**config.mk**
```make
export PLATFORM = sky130hd
export DESIGN_NAME = ipdc_ctrl
export DESIGN_NICKNAME = d
export VERILOG_FILES = /design/src/ipdc_pkg.sv /design/src/ipdc_ctrl.sv
export SDC_FILE = /design/constraint.sdc
export NUM_CORES = 1
export LEC_CHECK = 0
export BUFFER_PORTS_ARGS = -buffer_cell sky130_fd_sc_hd__buf_4
export CAP_MARGIN = 25
export CORE_MARGIN = 2
export CORE_UTILIZATION = 40
export CTS_BUF_LIST = sky130_fd_sc_hd__clkbuf_16
export DETAILED_ROUTE_END_ITERATION = 6
export HOLD_SLACK_MARGIN = 0.12
export PLACE_DENSITY = 0.71
export REMOVE_ABC_BUFFERS = 1
export SETUP_SLACK_MARGIN = 0.5
export SYNTH_ARGS = -nofsm -noshare
export SYNTH_HDL_FRONTEND = slang
export SYNTH_SLANG_ARGS = --single-unit
```
**constraint.sdc**
```tcl
create_clock -name CLOCK -period 2.3 [get_ports CLOCK]
set_clock_uncertainty 0.15 [all_clocks]
set_input_delay 0.46 -clock CLOCK [delete_from_list [all_inputs] [get_ports CLOCK]]
set_output_delay 0.46 -clock CLOCK [all_outputs]
set_load 0.005 [all_outputs]
```
**src/ipdc_pkg.sv**
```systemverilog
package ipdc_pkg;
  // Register map and field layout of the power control register
  localparam logic [7:0] IPDC_POWER_CONTROL_ADDR = 8'h87;
  localparam logic [7:0] IPDC_POWER_CONTROL_RESET = 8'h00;
  localparam int IPDC_BIT_IDLE = 0;
  localparam int IPDC_BIT_PDOWN = 1;
  localparam int IPDC_BIT_GF0 = 2;
  localparam int IPDC_BIT_GF1 = 3;
  localparam int IPDC_BIT_POF = 4;
  localparam int IPDC_BIT_RSVD = 5;
  localparam int IPDC_BIT_SMOD0 = 6;
  localparam int IPDC_BIT_SMOD = 7;
  localparam logic [7:0] IPDC_RW_MASK = 8'hDF;
  // Number of keypad pins
  localparam int IPDC_KEYS = 8;
  // Wake source indices inside the wake vector
  localparam int IPDC_SRC_EXT0 = 0;
  localparam int IPDC_SRC_EXT1 = 1;
  localparam int IPDC_SRC_BOD = 2;
  localparam int IPDC_SRC_WDT = 3;
  localparam int IPDC_SRC_KEY = 4;
  localparam int IPDC_NSRC = 5;

  // Controller states
  typedef enum logic [1:0] {
    IPDC_RUN,
    IPDC_IDLE,
    IPDC_PDOWN,
    IPDC_WAKE
  } ipdc_state_t;

  // Register bus request bundle
  typedef struct packed {
    logic [7:0] addr;
    logic [7:0] wdata;
    logic wr;
    logic rd;
  } ipdc_bus_t;

  // Clock gate and hold outputs toward the core
  typedef struct packed {
    logic cpu_clk_en;
    logic per_clk_en;
    logic pc_hold;
    logic port_hold;
    logic flash_stop;
    logic wdt_clear;
  } ipdc_ctl_t;
endpackage : ipdc_pkg

```
**src/ipdc_ctrl.sv**
```systemverilog
`timescale 1ns/1ps
module ipdc_ctrl
  import ipdc_pkg::*;
(
  input wire logic CLOCK,
  input wire logic RST_N,
  // Register port
  input wire logic [7:0] ADDR,
  input wire logic [7:0] WDATA,
  input wire logic WR,
  input wire logic RD,
  output logic [7:0] RDATA,
  // Reset sources: hardware, software and power-on, already synchronous
  input wire logic HW_RESET,
  input wire logic SW_RESET,
  input wire logic POR_EVENT,
  // Interrupt enables from the interrupt controller
  input wire logic GLOBAL_INTERRUPT_ENABLE,
  input wire logic [IPDC_NSRC-1:0] SRC_ENABLE,
  // Interrupt requests while clocks run
  input wire logic [IPDC_NSRC-1:0] IRQ_PENDING,
  // Asynchronous wake pins and the brownout wake enable
  input wire logic EXT0_PIN_N,
  input wire logic EXT1_PIN_N,
  input wire logic BROWNOUT_DETECTOR,
  input wire logic BOD_ENABLE,
  input wire logic WATCHDOG_IRQ,
  input wire logic [IPDC_KEYS-1:0] KEY_PIN,
  // Core handshake: one pulse when the core has vectored to the wake interrupt
  input wire logic VECTOR_ACK,
  // Outputs toward core and peripherals
  output logic CPU_CLK_EN,
  output logic PER_CLK_EN,
  output logic PC_HOLD,
  output logic PORT_HOLD,
  output logic FLASH_STOP,
  output logic WATCHDOG_COUNTER_CLEAR,
  output logic WAKE_IRQ,
  output logic [IPDC_NSRC-1:0] WAKE_SOURCE,
  output logic PROGRAM_RESTART,
  output logic [1:0] MODE
);

  ipdc_bus_t bus; // Bundled register request
  assign bus = '{addr: ADDR, wdata: WDATA, wr: WR, rd: RD};

  // Power control register and state
  logic [7:0] power_control_reg_ff;
  logic [7:0] nxt_power_control_reg;
  ipdc_state_t state_ff;
  ipdc_state_t nxt_state;
  logic [7:0] rdata_ff;
  logic [IPDC_KEYS-1:0] key_entry_ff; // Keypad level latched at entry
  logic [IPDC_NSRC-1:0] src_ff; // Waking source
  logic [IPDC_NSRC-1:0] nxt_src;
  ipdc_ctl_t ctl_ff;
  ipdc_ctl_t nxt_ctl;
  logic restart_ff; // Program restart pulse after a pin or power-on reset
  // Vector request toward the core, registered so the pin comes from a flop
  logic wake_irq_ff;
  // Next vector request: only in the wake state and only with the CPU clock on
  logic nxt_wake_irq;

  // Two-flop synchronisers for pins
  logic [3:0] pin_s1_ff;
  logic [3:0] pin_s2_ff;
  logic [IPDC_KEYS-1:0] key_s1_ff;
  logic [IPDC_KEYS-1:0] key_s2_ff;

  // Decode of the register port
  // A write that sets both request bits is treated as power-down alone,
  // so the controller never drops into idle after a power-down exit
  wire hit = (bus.addr == IPDC_POWER_CONTROL_ADDR);
  wire wr_hit = bus.wr && hit;
  wire rd_hit = bus.rd && hit;
  wire req_pd = wr_hit && bus.wdata[IPDC_BIT_PDOWN];
  wire req_idle = wr_hit && bus.wdata[IPDC_BIT_IDLE] && !bus.wdata[IPDC_BIT_PDOWN];
  wire any_reset = HW_RESET || POR_EVENT;

  // Synchronised pin levels
  wire ext0_act = pin_s2_ff[0];
  wire ext1_act = pin_s2_ff[1];
  wire bod_act = pin_s2_ff[2] && BOD_ENABLE;
  wire wdt_act = pin_s2_ff[3];
  // Keypad edge opposite to the level seen at entry
  wire key_act = |(key_s2_ff ^ key_entry_ff);

  // Raw wake vector in power-down, gated by enables
  wire [IPDC_NSRC-1:0] pd_raw = {key_act, wdt_act, bod_act, ext1_act, ext0_act};
  wire [IPDC_NSRC-1:0] pd_wake = pd_raw & SRC_ENABLE & {IPDC_NSRC{GLOBAL_INTERRUPT_ENABLE}};
  wire [IPDC_NSRC-1:0] idle_wake = IRQ_PENDING & SRC_ENABLE & {IPDC_NSRC{GLOBAL_INTERRUPT_ENABLE}};

  // Pin synchronisers
  // Every pin is asynchronous to CLOCK, so only the second stage is read
  // by the wake logic; the first stage may be metastable
  always_ff @(posedge CLOCK or negedge RST_N) begin
    if (!RST_N) begin
      pin_s1_ff <= 4'h0;
      pin_s2_ff <= 4'h0;
      key_s1_ff <= 8'h00;
      key_s2_ff <= 8'h00;
    end else begin
      pin_s1_ff <= {WATCHDOG_IRQ, BROWNOUT_DETECTOR, !EXT1_PIN_N, !EXT0_PIN_N};
      pin_s2_ff <= pin_s1_ff;
      key_s1_ff <= KEY_PIN;
      key_s2_ff <= key_s1_ff;
    end
  end

  // Next state and register update
  always_comb begin
    nxt_state = state_ff;
    nxt_src = src_ff;
    nxt_power_control_reg = power_control_reg_ff;
    if (wr_hit) begin
      nxt_power_control_reg = bus.wdata & IPDC_RW_MASK;
      if (bus.wdata[IPDC_BIT_PDOWN]) begin
        nxt_power_control_reg[IPDC_BIT_IDLE] = 1'b0;
      end
    end
    case (state_ff)
      IPDC_RUN: begin
        if (req_pd) begin
          nxt_state = IPDC_PDOWN;
        end else if (req_idle) begin
          nxt_state = IPDC_IDLE;
        end
      end
      IPDC_IDLE: begin
        if (|idle_wake) begin
          nxt_state = IPDC_WAKE;
          nxt_src = idle_wake;
          nxt_power_control_reg[IPDC_BIT_IDLE] = 1'b0;
        end
      end
      IPDC_PDOWN: begin
        if (|pd_wake) begin
          nxt_state = IPDC_WAKE;
          nxt_src = pd_wake;
          nxt_power_control_reg[IPDC_BIT_PDOWN] = 1'b0;
        end
      end
      IPDC_WAKE: begin
        // Clocks already running; wait for the core to vector
        if (VECTOR_ACK) begin
          nxt_state = IPDC_RUN;
          nxt_src = '0;
        end
      end
      default: nxt_state = IPDC_RUN;
    endcase
    if (any_reset || SW_RESET) begin
      nxt_power_control_reg[IPDC_BIT_IDLE] = 1'b0;
      nxt_power_control_reg[IPDC_BIT_PDOWN] = 1'b0;
      nxt_src = '0;
    end
    if (any_reset) begin
      nxt_state = IPDC_RUN;
    end
    if (POR_EVENT) begin
      nxt_power_control_reg[IPDC_BIT_POF] = 1'b1; // Set wins over clear
    end
  end

  // Output control from the next state
  // Built from the next state so gates and holds change on the same edge
  // as the state itself, with no extra cycle of running clock
  always_comb begin
    nxt_ctl.cpu_clk_en = (nxt_state == IPDC_RUN) || (nxt_state == IPDC_WAKE);
    nxt_ctl.per_clk_en = (nxt_state != IPDC_PDOWN);
    nxt_ctl.pc_hold = (nxt_state == IPDC_IDLE) || (nxt_state == IPDC_PDOWN);
    nxt_ctl.port_hold = nxt_ctl.pc_hold;
    nxt_ctl.flash_stop = (nxt_state == IPDC_PDOWN);
    nxt_ctl.wdt_clear = (nxt_state != state_ff) && (nxt_state != IPDC_RUN);
  end

  // Vector request follows the wake state once the CPU clock is enabled
  assign nxt_wake_irq = (nxt_state == IPDC_WAKE) && nxt_ctl.cpu_clk_en;

  // State registers
  always_ff @(posedge CLOCK or negedge RST_N) begin
    if (!RST_N) begin
      state_ff <= IPDC_RUN;
      power_control_reg_ff <= IPDC_POWER_CONTROL_RESET;
      src_ff <= '0;
      // Clocks run and nothing is held while in reset
      ctl_ff <= '{cpu_clk_en: 1'b1, per_clk_en: 1'b1, default: 1'b0};
      wake_irq_ff <= 1'b0;
    end else begin
      state_ff <= nxt_state;
      power_control_reg_ff <= nxt_power_control_reg;
      src_ff <= nxt_src;
      ctl_ff <= nxt_ctl;
      wake_irq_ff <= nxt_wake_irq;
    end
  end

  // Keypad level capture at entry into power-down
  always_ff @(posedge CLOCK or negedge RST_N) begin
    if (!RST_N) begin
      key_entry_ff <= 8'h00;
    end else if (state_ff != IPDC_PDOWN) begin
      key_entry_ff <= key_s2_ff;
    end
  end

  // Read data and program restart
  always_ff @(posedge CLOCK or negedge RST_N) begin
    if (!RST_N) begin
      rdata_ff <= 8'h00;
      restart_ff <= 1'b0;
    end else begin
      rdata_ff <= rd_hit ? power_control_reg_ff : 8'h00;
      restart_ff <= HW_RESET || POR_EVENT;
    end
  end

  assign RDATA = rdata_ff;
  assign CPU_CLK_EN = ctl_ff.cpu_clk_en;
  assign PER_CLK_EN = ctl_ff.per_clk_en;
  assign PC_HOLD = ctl_ff.pc_hold;
  assign PORT_HOLD = ctl_ff.port_hold;
  assign FLASH_STOP = ctl_ff.flash_stop;
  assign WATCHDOG_COUNTER_CLEAR = ctl_ff.wdt_clear;
  assign WAKE_IRQ = wake_irq_ff;
  assign WAKE_SOURCE = src_ff;
  assign PROGRAM_RESTART = restart_ff;
  assign MODE = state_ff;

  // Assertions

  // Gates close on the very edge that takes the power-down request
  pd_clocks_a: assert property (@(posedge CLOCK) disable iff (!RST_N)
    (state_ff == IPDC_RUN && req_pd && !any_reset) |=> (!CPU_CLK_EN && !PER_CLK_EN))
    else $error("power-down did not stop clocks");

  // Idle stops the CPU clock and leaves peripherals running
  idle_clocks_a: assert property (@(posedge CLOCK) disable iff (!RST_N)
    (state_ff == IPDC_RUN && req_idle && !any_reset) |=> (!CPU_CLK_EN && PER_CLK_EN))
    else $error("idle clock gating wrong");

  both_bits_a: assert property (@(posedge CLOCK) disable iff (!RST_N)
    (state_ff == IPDC_RUN && req_pd && !any_reset) |=> (state_ff == IPDC_PDOWN))
    else $error("both bits did not enter power-down");

  // Hardware clears the power-down bit as it wakes
  pd_clear_a: assert property (@(posedge CLOCK) disable iff (!RST_N)
    (state_ff == IPDC_PDOWN && |pd_wake && !any_reset && !wr_hit) |=>
    (!power_control_reg_ff[IPDC_BIT_PDOWN] && state_ff == IPDC_WAKE))
    else $error("power-down bit not cleared on wake");

  // Hardware clears the idle bit as it wakes
  idle_clear_a: assert property (@(posedge CLOCK) disable iff (!RST_N)
    (state_ff == IPDC_IDLE && |idle_wake && !any_reset && !wr_hit) |=>
    !power_control_reg_ff[IPDC_BIT_IDLE])
    else $error("idle bit not cleared on wake");

  // A non-software reset returns to run and asks for a program restart
  reset_exit_a: assert property (@(posedge CLOCK) disable iff (!RST_N)
    any_reset |=> (state_ff == IPDC_RUN && PROGRAM_RESTART))
    else $error("reset did not leave low-power mode");

  // With the global enable low no pin may wake power-down
  gate_ignore_a: assert property (@(posedge CLOCK) disable iff (!RST_N)
    (state_ff == IPDC_PDOWN && !GLOBAL_INTERRUPT_ENABLE && !any_reset) |=>
    (state_ff == IPDC_PDOWN))
    else $error("disabled wake accepted");

  // Every move into a low-power or wake state clears the watchdog
  wdt_clear_a: assert property (@(posedge CLOCK) disable iff (!RST_N)
    (state_ff != $past(state_ff) && state_ff != IPDC_RUN) |-> WATCHDOG_COUNTER_CLEAR)
    else $error("watchdog not cleared on entry");

  // Idle holds the program counter and ports with the CPU clock off
  hold_a: assert property (@(posedge CLOCK) disable iff (!RST_N)
    (state_ff == IPDC_IDLE) |-> (PC_HOLD && PORT_HOLD && !CPU_CLK_EN))
    else $error("hold lost in idle");

  // Power-down stops flash and peripheral clocks
  flash_a: assert property (@(posedge CLOCK) disable iff (!RST_N)
    (state_ff == IPDC_PDOWN) |-> (FLASH_STOP && !PER_CLK_EN))
    else $error("flash not stopped in power-down");

  // The core is never asked to vector on a stopped clock
  wake_clk_a: assert property (@(posedge CLOCK) disable iff (!RST_N)
    WAKE_IRQ |-> CPU_CLK_EN)
    else $error("vector before clock runs");

  // With no enabled wake source and no reset, power-down persists
  quiet_pd_a: assert property (@(posedge CLOCK) disable iff (!RST_N)
    (state_ff == IPDC_PDOWN && pd_wake == '0 && !any_reset) |=> (state_ff == IPDC_PDOWN))
    else $error("power-down left without a wake source");

  // A vector request names the source that woke the core, unless a software reset has cleared that source
  wake_src_a: assert property (@(posedge CLOCK) disable iff (!RST_N)
    WAKE_IRQ |-> (WAKE_SOURCE != '0))
    else $error("vector request without a source");

  // Main scenarios
  pd_wake_c: cover property (@(posedge CLOCK) disable iff (!RST_N)
    state_ff == IPDC_PDOWN ##1 state_ff == IPDC_WAKE);
  idle_wake_c: cover property (@(posedge CLOCK) disable iff (!RST_N)
    state_ff == IPDC_IDLE ##1 state_ff == IPDC_WAKE);
  key_wake_c: cover property (@(posedge CLOCK) disable iff (!RST_N)
    state_ff == IPDC_PDOWN && pd_wake[IPDC_SRC_KEY]);
  // Power-down left through a reset
  pd_reset_c: cover property (@(posedge CLOCK) disable iff (!RST_N)
    state_ff == IPDC_PDOWN && any_reset);
  // A pin active while the global enable is low
  masked_pin_c: cover property (@(posedge CLOCK) disable iff (!RST_N)
    state_ff == IPDC_PDOWN && pd_raw != '0 && !GLOBAL_INTERRUPT_ENABLE);

endmodule : ipdc_ctrl

```
# Yosys cells after proc, flatten, opt, wreduce, memory -nomap -nowiden
# Cells that the tools add are included.
dict set report op_classes {
  bitwise 5
  mux 21
  eq_ne 13
  reduce_logical 24
}
# op count
set ops {}
lappend ops {{two-way mux 5 bit} 5}
lappend ops {{bitwise AND 5 bit} 4}
lappend ops {{case mux 5 bit (3 select lines)} 1}
lappend ops {{two-way mux 2 bit} 7}
lappend ops {{OR reduction 5 bit} 2}
lappend ops {{!= test 3 bit, second input constant} 3}
lappend ops {{== test 2 bit, second input constant} 4}
lappend ops {{== test 8 bit, second input constant} 1}
lappend ops {{logical AND 1 bit} 8}
lappend ops {{two-way mux 8 bit} 1}
lappend ops {{case mux 2 bit (4 select lines)} 1}
lappend ops {{OR reduction 8 bit} 1}
lappend ops {{XOR 8 bit} 1}
lappend ops {{two-way mux 1 bit} 6}
lappend ops {{== test 2 x 1 -> 1 bit, second input constant} 2}
lappend ops {{zero test 2 bit} 2}
lappend ops {{logical OR 1 bit} 4}
lappend ops {{!= test 2 bit, second input constant} 2}
lappend ops {{AND reduction 4 bit} 1}
lappend ops {{nonzero test 2 bit} 2}
lappend ops {{nonzero test 4 bit} 1}
lappend ops {{zero test 1 bit} 3}
lappend ops {{!= test 2 bit} 1}
dict set report totals {
  output_inout_bits 23
  reg_bits 61
  inputBits 48
}

# Depth between registers and ports, before layout
dict set report depth {
  word_depth 11
  ltp_mapped 8
}

# Least setup slack after synthesis
# No wires, ideal clock.
dict set report synth_path {
  path_type {in2reg}
  from {in ADDR[4]}
  to {reg ctl_ff (netlist bit WATCHDOG_COUNTER_CLEAR)}
  t_required_ps 2046
  arrival_time_ps 2103
  setup_ps 104
  slack_ps -57
  path_buffers 0
  path_stages 7
  path_cell_list {and4bb_1 > nand3_1 > or3b_1 > a21bo_1 > or2_1 > ha_1 > o41ai_2}
}
# item line_no
set synth_lines {}
lappend synth_lines {{start: declaration} ipdc_ctrl.sv:8} ;# input wire logic [7:0] ADDR,
lappend synth_lines {{end signal: assignment} ipdc_ctrl.sv:193} ;# ctl_ff <= nxt_ctl;
lappend synth_lines {{end: declaration} ipdc_ctrl.sv:56} ;# ipdc_ctl_t ctl_ff;

==> reports/qor_table.md <==
| Parameter | Reported | Unit |
| --- | --- | --- |
| Router iterations before antenna repair | 5 | - |
| Inst Count DP | 343 | - |
| Met1 track demand over resource | 21.6 | % |
| Via count of the first global-routing pass | 1723 | - |
| Fraction of met3 tracks used by global routing | 6.11 | % |
| Reported leakage power | 1.73 | nW |
| Sequential group share of total power | 41.8 | % |
| Initial standard-cell utilization of the core | 40.7 | % |
| Max clock buf depth | 2 | - |
| Reg2Reg Depth | 8 | - |
| Die Ht | 81.1 | um |
| Total internal power | 0.00212 | W |
| Cell count after synthesis | 198 | - |
| Endpoint arrival time on the critical path | 2.19 | ns |
| Vias/cell | 4.78 | - |
| CTS tree | done | - |
| Net count of the finished layout | 349 | - |
| Area of the die | 6580 | um2 |
| Port Buf Inserts | 68 | - |
| TritonCTS sink count | 60 | - |
| CTS clock-pin slew for the worst setup and hold paths | 0.05 | ns |
| Final hold violation count | 0 | - |
| Shortest clock period the worst path allows after layout | 2.14 | ns |
| Grt ovf | 0 | - |
| Highest ir drop seen on vdd | 0.546 | mV |
| Switching share of power | 19.8 | % |
| DRC | 0 | - |
| Average instance area after synthesis | 12.0 | um2 |
| Worst hold stages | 0 | - |
| Global placer's final weighted congestion | 0.762 | - |
| Die extent in x | 81.1 | um |
| Antenna violations before repair | 0 | - |
| Type of element launching the critical path | primary input | - |
| Number of CTS-inserted buffers | 9 | - |
| Area share of the largest cell type after synthesis | 61.0 | % |
| Total vias in the final route | 1803 | - |
| Share of final-layout standard cells stronger than drive strength 1 | 41.4 | % |
| Critical path class | in -> reg | - |
| Worst-case headroom to the max-slew limit | 52.0 | % |
| Relative contribution of combinational cells to total power | 6.7 | % |
| FF+latch count, synth | 60 | - |
| Core region area | 5850 | um2 |
| Num ports | 71 | - |
| Cell type with the highest aggregate area in the netlist | sky130_fd_sc_hd__dfrtp_1 | - |
| Post-detailed-placement half-perimeter wirelength | 3450 | um |
| Drt total wl | 5140 | um |
| Clock network power share | 51.5 | % |
| Area of the mapped netlist | 2380 | um2 |
| Maximum clock frequency | 468 | MHz |
| Worst-margin pin slew | 0.721 | ns |
| H-Tree Level Count | 3 | - |
| Kind of capture point of the worst setup path | flip-flop | - |
| EDFF count, synth | 0 | - |
| Fraction of registers with async set or reset after synthesis | 100 | % |
| Final setup margin | 0.163 | ns |
| Drt wl/cell | 13.6 | um |
| Antenna diode count | 0 | - |
| Number of library cell types mapped by synthesis | 45 | - |
| Largest net degree at the start of global routing | 61 | - |
| Data required time at the worst endpoint | 2.36 | ns |
| Post-synth top flop | sky130_fd_sc_hd__dfrtp_1 | - |
| Power per cell area | 731 | nW/um2 |
| Part of the Yosys area used for sequential elements | 63.2 | % |
| Row cnt | 28 | - |
| Largest fanout of any net on the critical path | 2 | - |
| Global route hottest layer | met2 | - |
| Final worst-path cycle share | 92.9 | % |
| Synthesis warning total | 0 | - |
| Initial DRC count | 103 | - |
| Non-filler cells in the finished layout | 377 | - |
| Status | complete, no violations | - |
| Number of slew-limit violations in the final report | 0 | - |
| Top cells by area in the synthesized netlist | sky130_fd_sc_hd__dfrtp_1 61%, sky130_fd_sc_hd__nand2_1 4.7%, sky130_fd_sc_hd__xor2_1 2.9% | - |
| Global Route met2 Usage | 25.8 | % |
| GRT Util Overall | 17.1 | % |
| Type of the most critical hold path | reg -> reg | - |
| Clock latency on the worst-skew pair | 0.32 | ns |
| Commonest non-fill, non-tap cell in the layout | sky130_fd_sc_hd__buf_4 | - |
| Clock root cell | sky130_fd_sc_hd__clkbuf_16 | - |
| Pre-CTS worst setup slack | -0.247 | ns |
| First-pass GRT wire length | 8150 | um |
| Commonest cells after routing, fill and taps aside | 77 x sky130_fd_sc_hd__buf_4, 56 x sky130_fd_sc_hd__dfrtp_1, 30 x sky130_fd_sc_hd__nand2_1 | - |
| DRT antenna net count | 0 | - |
| Number of failing setup endpoints in the final timing report | 0 | - |
| MaxCap Viol Count | 0 | - |
| RSZ-0062 raised after global routing | yes | - |
| Net load switching power | 0.000525 | W |
| Area growth from synthesis to final layout | 52.2 | % |
[timing repair]
action | CTS | global route
gates resized for setup | 17 | 13
endpoints found under the setup margin | 11 | 12
pin swaps | 12 | 13
hold buffers | 12 | 1
buffers inserted | 5 | 1
hold endpoints to repair | 69 | 1
[power by group through the flow]
stage          registers (W)  clock network, W  logic (W)
2_1_floorplan        0.00112                 0  0.0000443
3_3_place_gp         0.00112                 0   0.000144
3_5_place_dp         0.00112                 0   0.000146
4_1_cts              0.00111           0.00139   0.000172
5_1_grt              0.00111           0.00145   0.000195
6_report             0.00111           0.00136   0.000177
[flip-flops by register name, summed over array words and instances, names as in the netlist, 2 cells and up]
signal / count
MODE: 2
RDATA: 7
WAKE_SOURCE: 5
key_entry_ff: 8
key_s1_ff: 8
key_s2_ff: 8
pin_s1_ff: 4
pin_s2_ff: 4
power_control_reg_ff: 7
[cell usage after synthesis (2+ instances only)]
library cell / count
sky130_fd_sc_hd__a22o_1: 3
sky130_fd_sc_hd__mux2_1: 4
sky130_fd_sc_hd__nor2_1: 8
sky130_fd_sc_hd__dfrtp_1: 58
sky130_fd_sc_hd__clkbuf_1: 2
sky130_fd_sc_hd__ha_1: 3
sky130_fd_sc_hd__xor2_1: 8
sky130_fd_sc_hd__nor3_1: 2
sky130_fd_sc_hd__o2111ai_1: 4
sky130_fd_sc_hd__and4bb_1: 2
sky130_fd_sc_hd__dfstp_2: 2
sky130_fd_sc_hd__or3_1: 2
sky130_fd_sc_hd__buf_2: 4
sky130_fd_sc_hd__a21o_1: 2
sky130_fd_sc_hd__and2_1: 8
sky130_fd_sc_hd__nand2_1: 30
sky130_fd_sc_hd__and3_1: 3
sky130_fd_sc_hd__nor4_2: 2
sky130_fd_sc_hd__a21oi_1: 8
sky130_fd_sc_hd__o21ai_1: 2
sky130_fd_sc_hd__inv_1: 7
sky130_fd_sc_hd__buf_4: 2
sky130_fd_sc_hd__a222oi_1: 2
sky130_fd_sc_hd__a211o_1: 2
sky130_fd_sc_hd__nand3_1: 8
[cell type report]
type                    count  area [um2]
well taps                  75        93.8
flip-flops and latches     60        1510
clock inverters             6        81.3
repair buffers             97         787
clock buffers               9         225
inverters                   8        32.5
fillers                   452        2230
multi-input cells         122         895
[metrics by stage]
step	TNS [ns]	total power (W)	hold slack, ns	util (%)	cell area, um2
after detailed placement	-0.494	0.00127	0.185	51.6	3020
after CTS	0	0.00266	0.120	60.6	3550
after global routing	0	0.00276	0.190	61.9	3620
final	0	0.00265	0.195	61.9	3620
after global placement	-0.339	0.00127	0.182	51.6	3020
after floorplan	-0.589	0.00117	0.0144	-	2340
[worst paths after layout]
| check | startpoint | end | slack, ns |
|---|---|---|---|
| worst max-delay path | ADDR[3] | FLASH_STOP$_DFF_PN0_ | 0.16 |
| worst min-delay path | key_s1_ff[2]$_DFF_PN0_ | key_s2_ff[2]$_DFF_PN0_ | 0.19 |
| worst max register to register | key_s2_ff[7]$_DFF_PN0_ | WATCHDOG_COUNTER_CLEAR$_DFF_PN0_ | 0.28 |
| worst min register to register | key_s1_ff[2]$_DFF_PN0_ | key_s2_ff[2]$_DFF_PN0_ | 0.19 |
| max in group asynchronous | RST_N | MODE[0]$_DFF_PN0_ | 0.89 |
| min in group asynchronous | RST_N | key_s1_ff[0]$_DFF_PN0_ | 0.59 |
[worst max-delay path, cell delays in order]
cell and delay, ns:
sky130_fd_sc_hd__buf_6 0.09, sky130_fd_sc_hd__and4bb_1 0.30, sky130_fd_sc_hd__nand3_2 0.09, sky130_fd_sc_hd__or3b_4 0.38
sky130_fd_sc_hd__a21bo_1 0.23, sky130_fd_sc_hd__or2_4 0.25, sky130_fd_sc_hd__buf_4 0.14, sky130_fd_sc_hd__buf_6 0.11
sky130_fd_sc_hd__ha_4 0.15
[cell families after synthesis]
kind of cell,Yosys count,share of synthesized area (%)
simple gates,72,15.7
flops,60,63.2
compound gates,34,11.5
buf+inv,16,3.05
xor+xnor,8,2.94
mux,4,1.89
fa+ha+maj,3,1.58
other cells,1,0.158
[metal layers]
| layer | up-vias | routed length (um) |
|---|---|---|
| met2 | 53 | 2610 |
| met5 | - | 0 |
| met4 | 0 | 129 |
| met1 | 854 | 2180 |
| met3 | 13 | 226 |
| li1 | 883 | - |
Power figures use the tool's default switching activity.
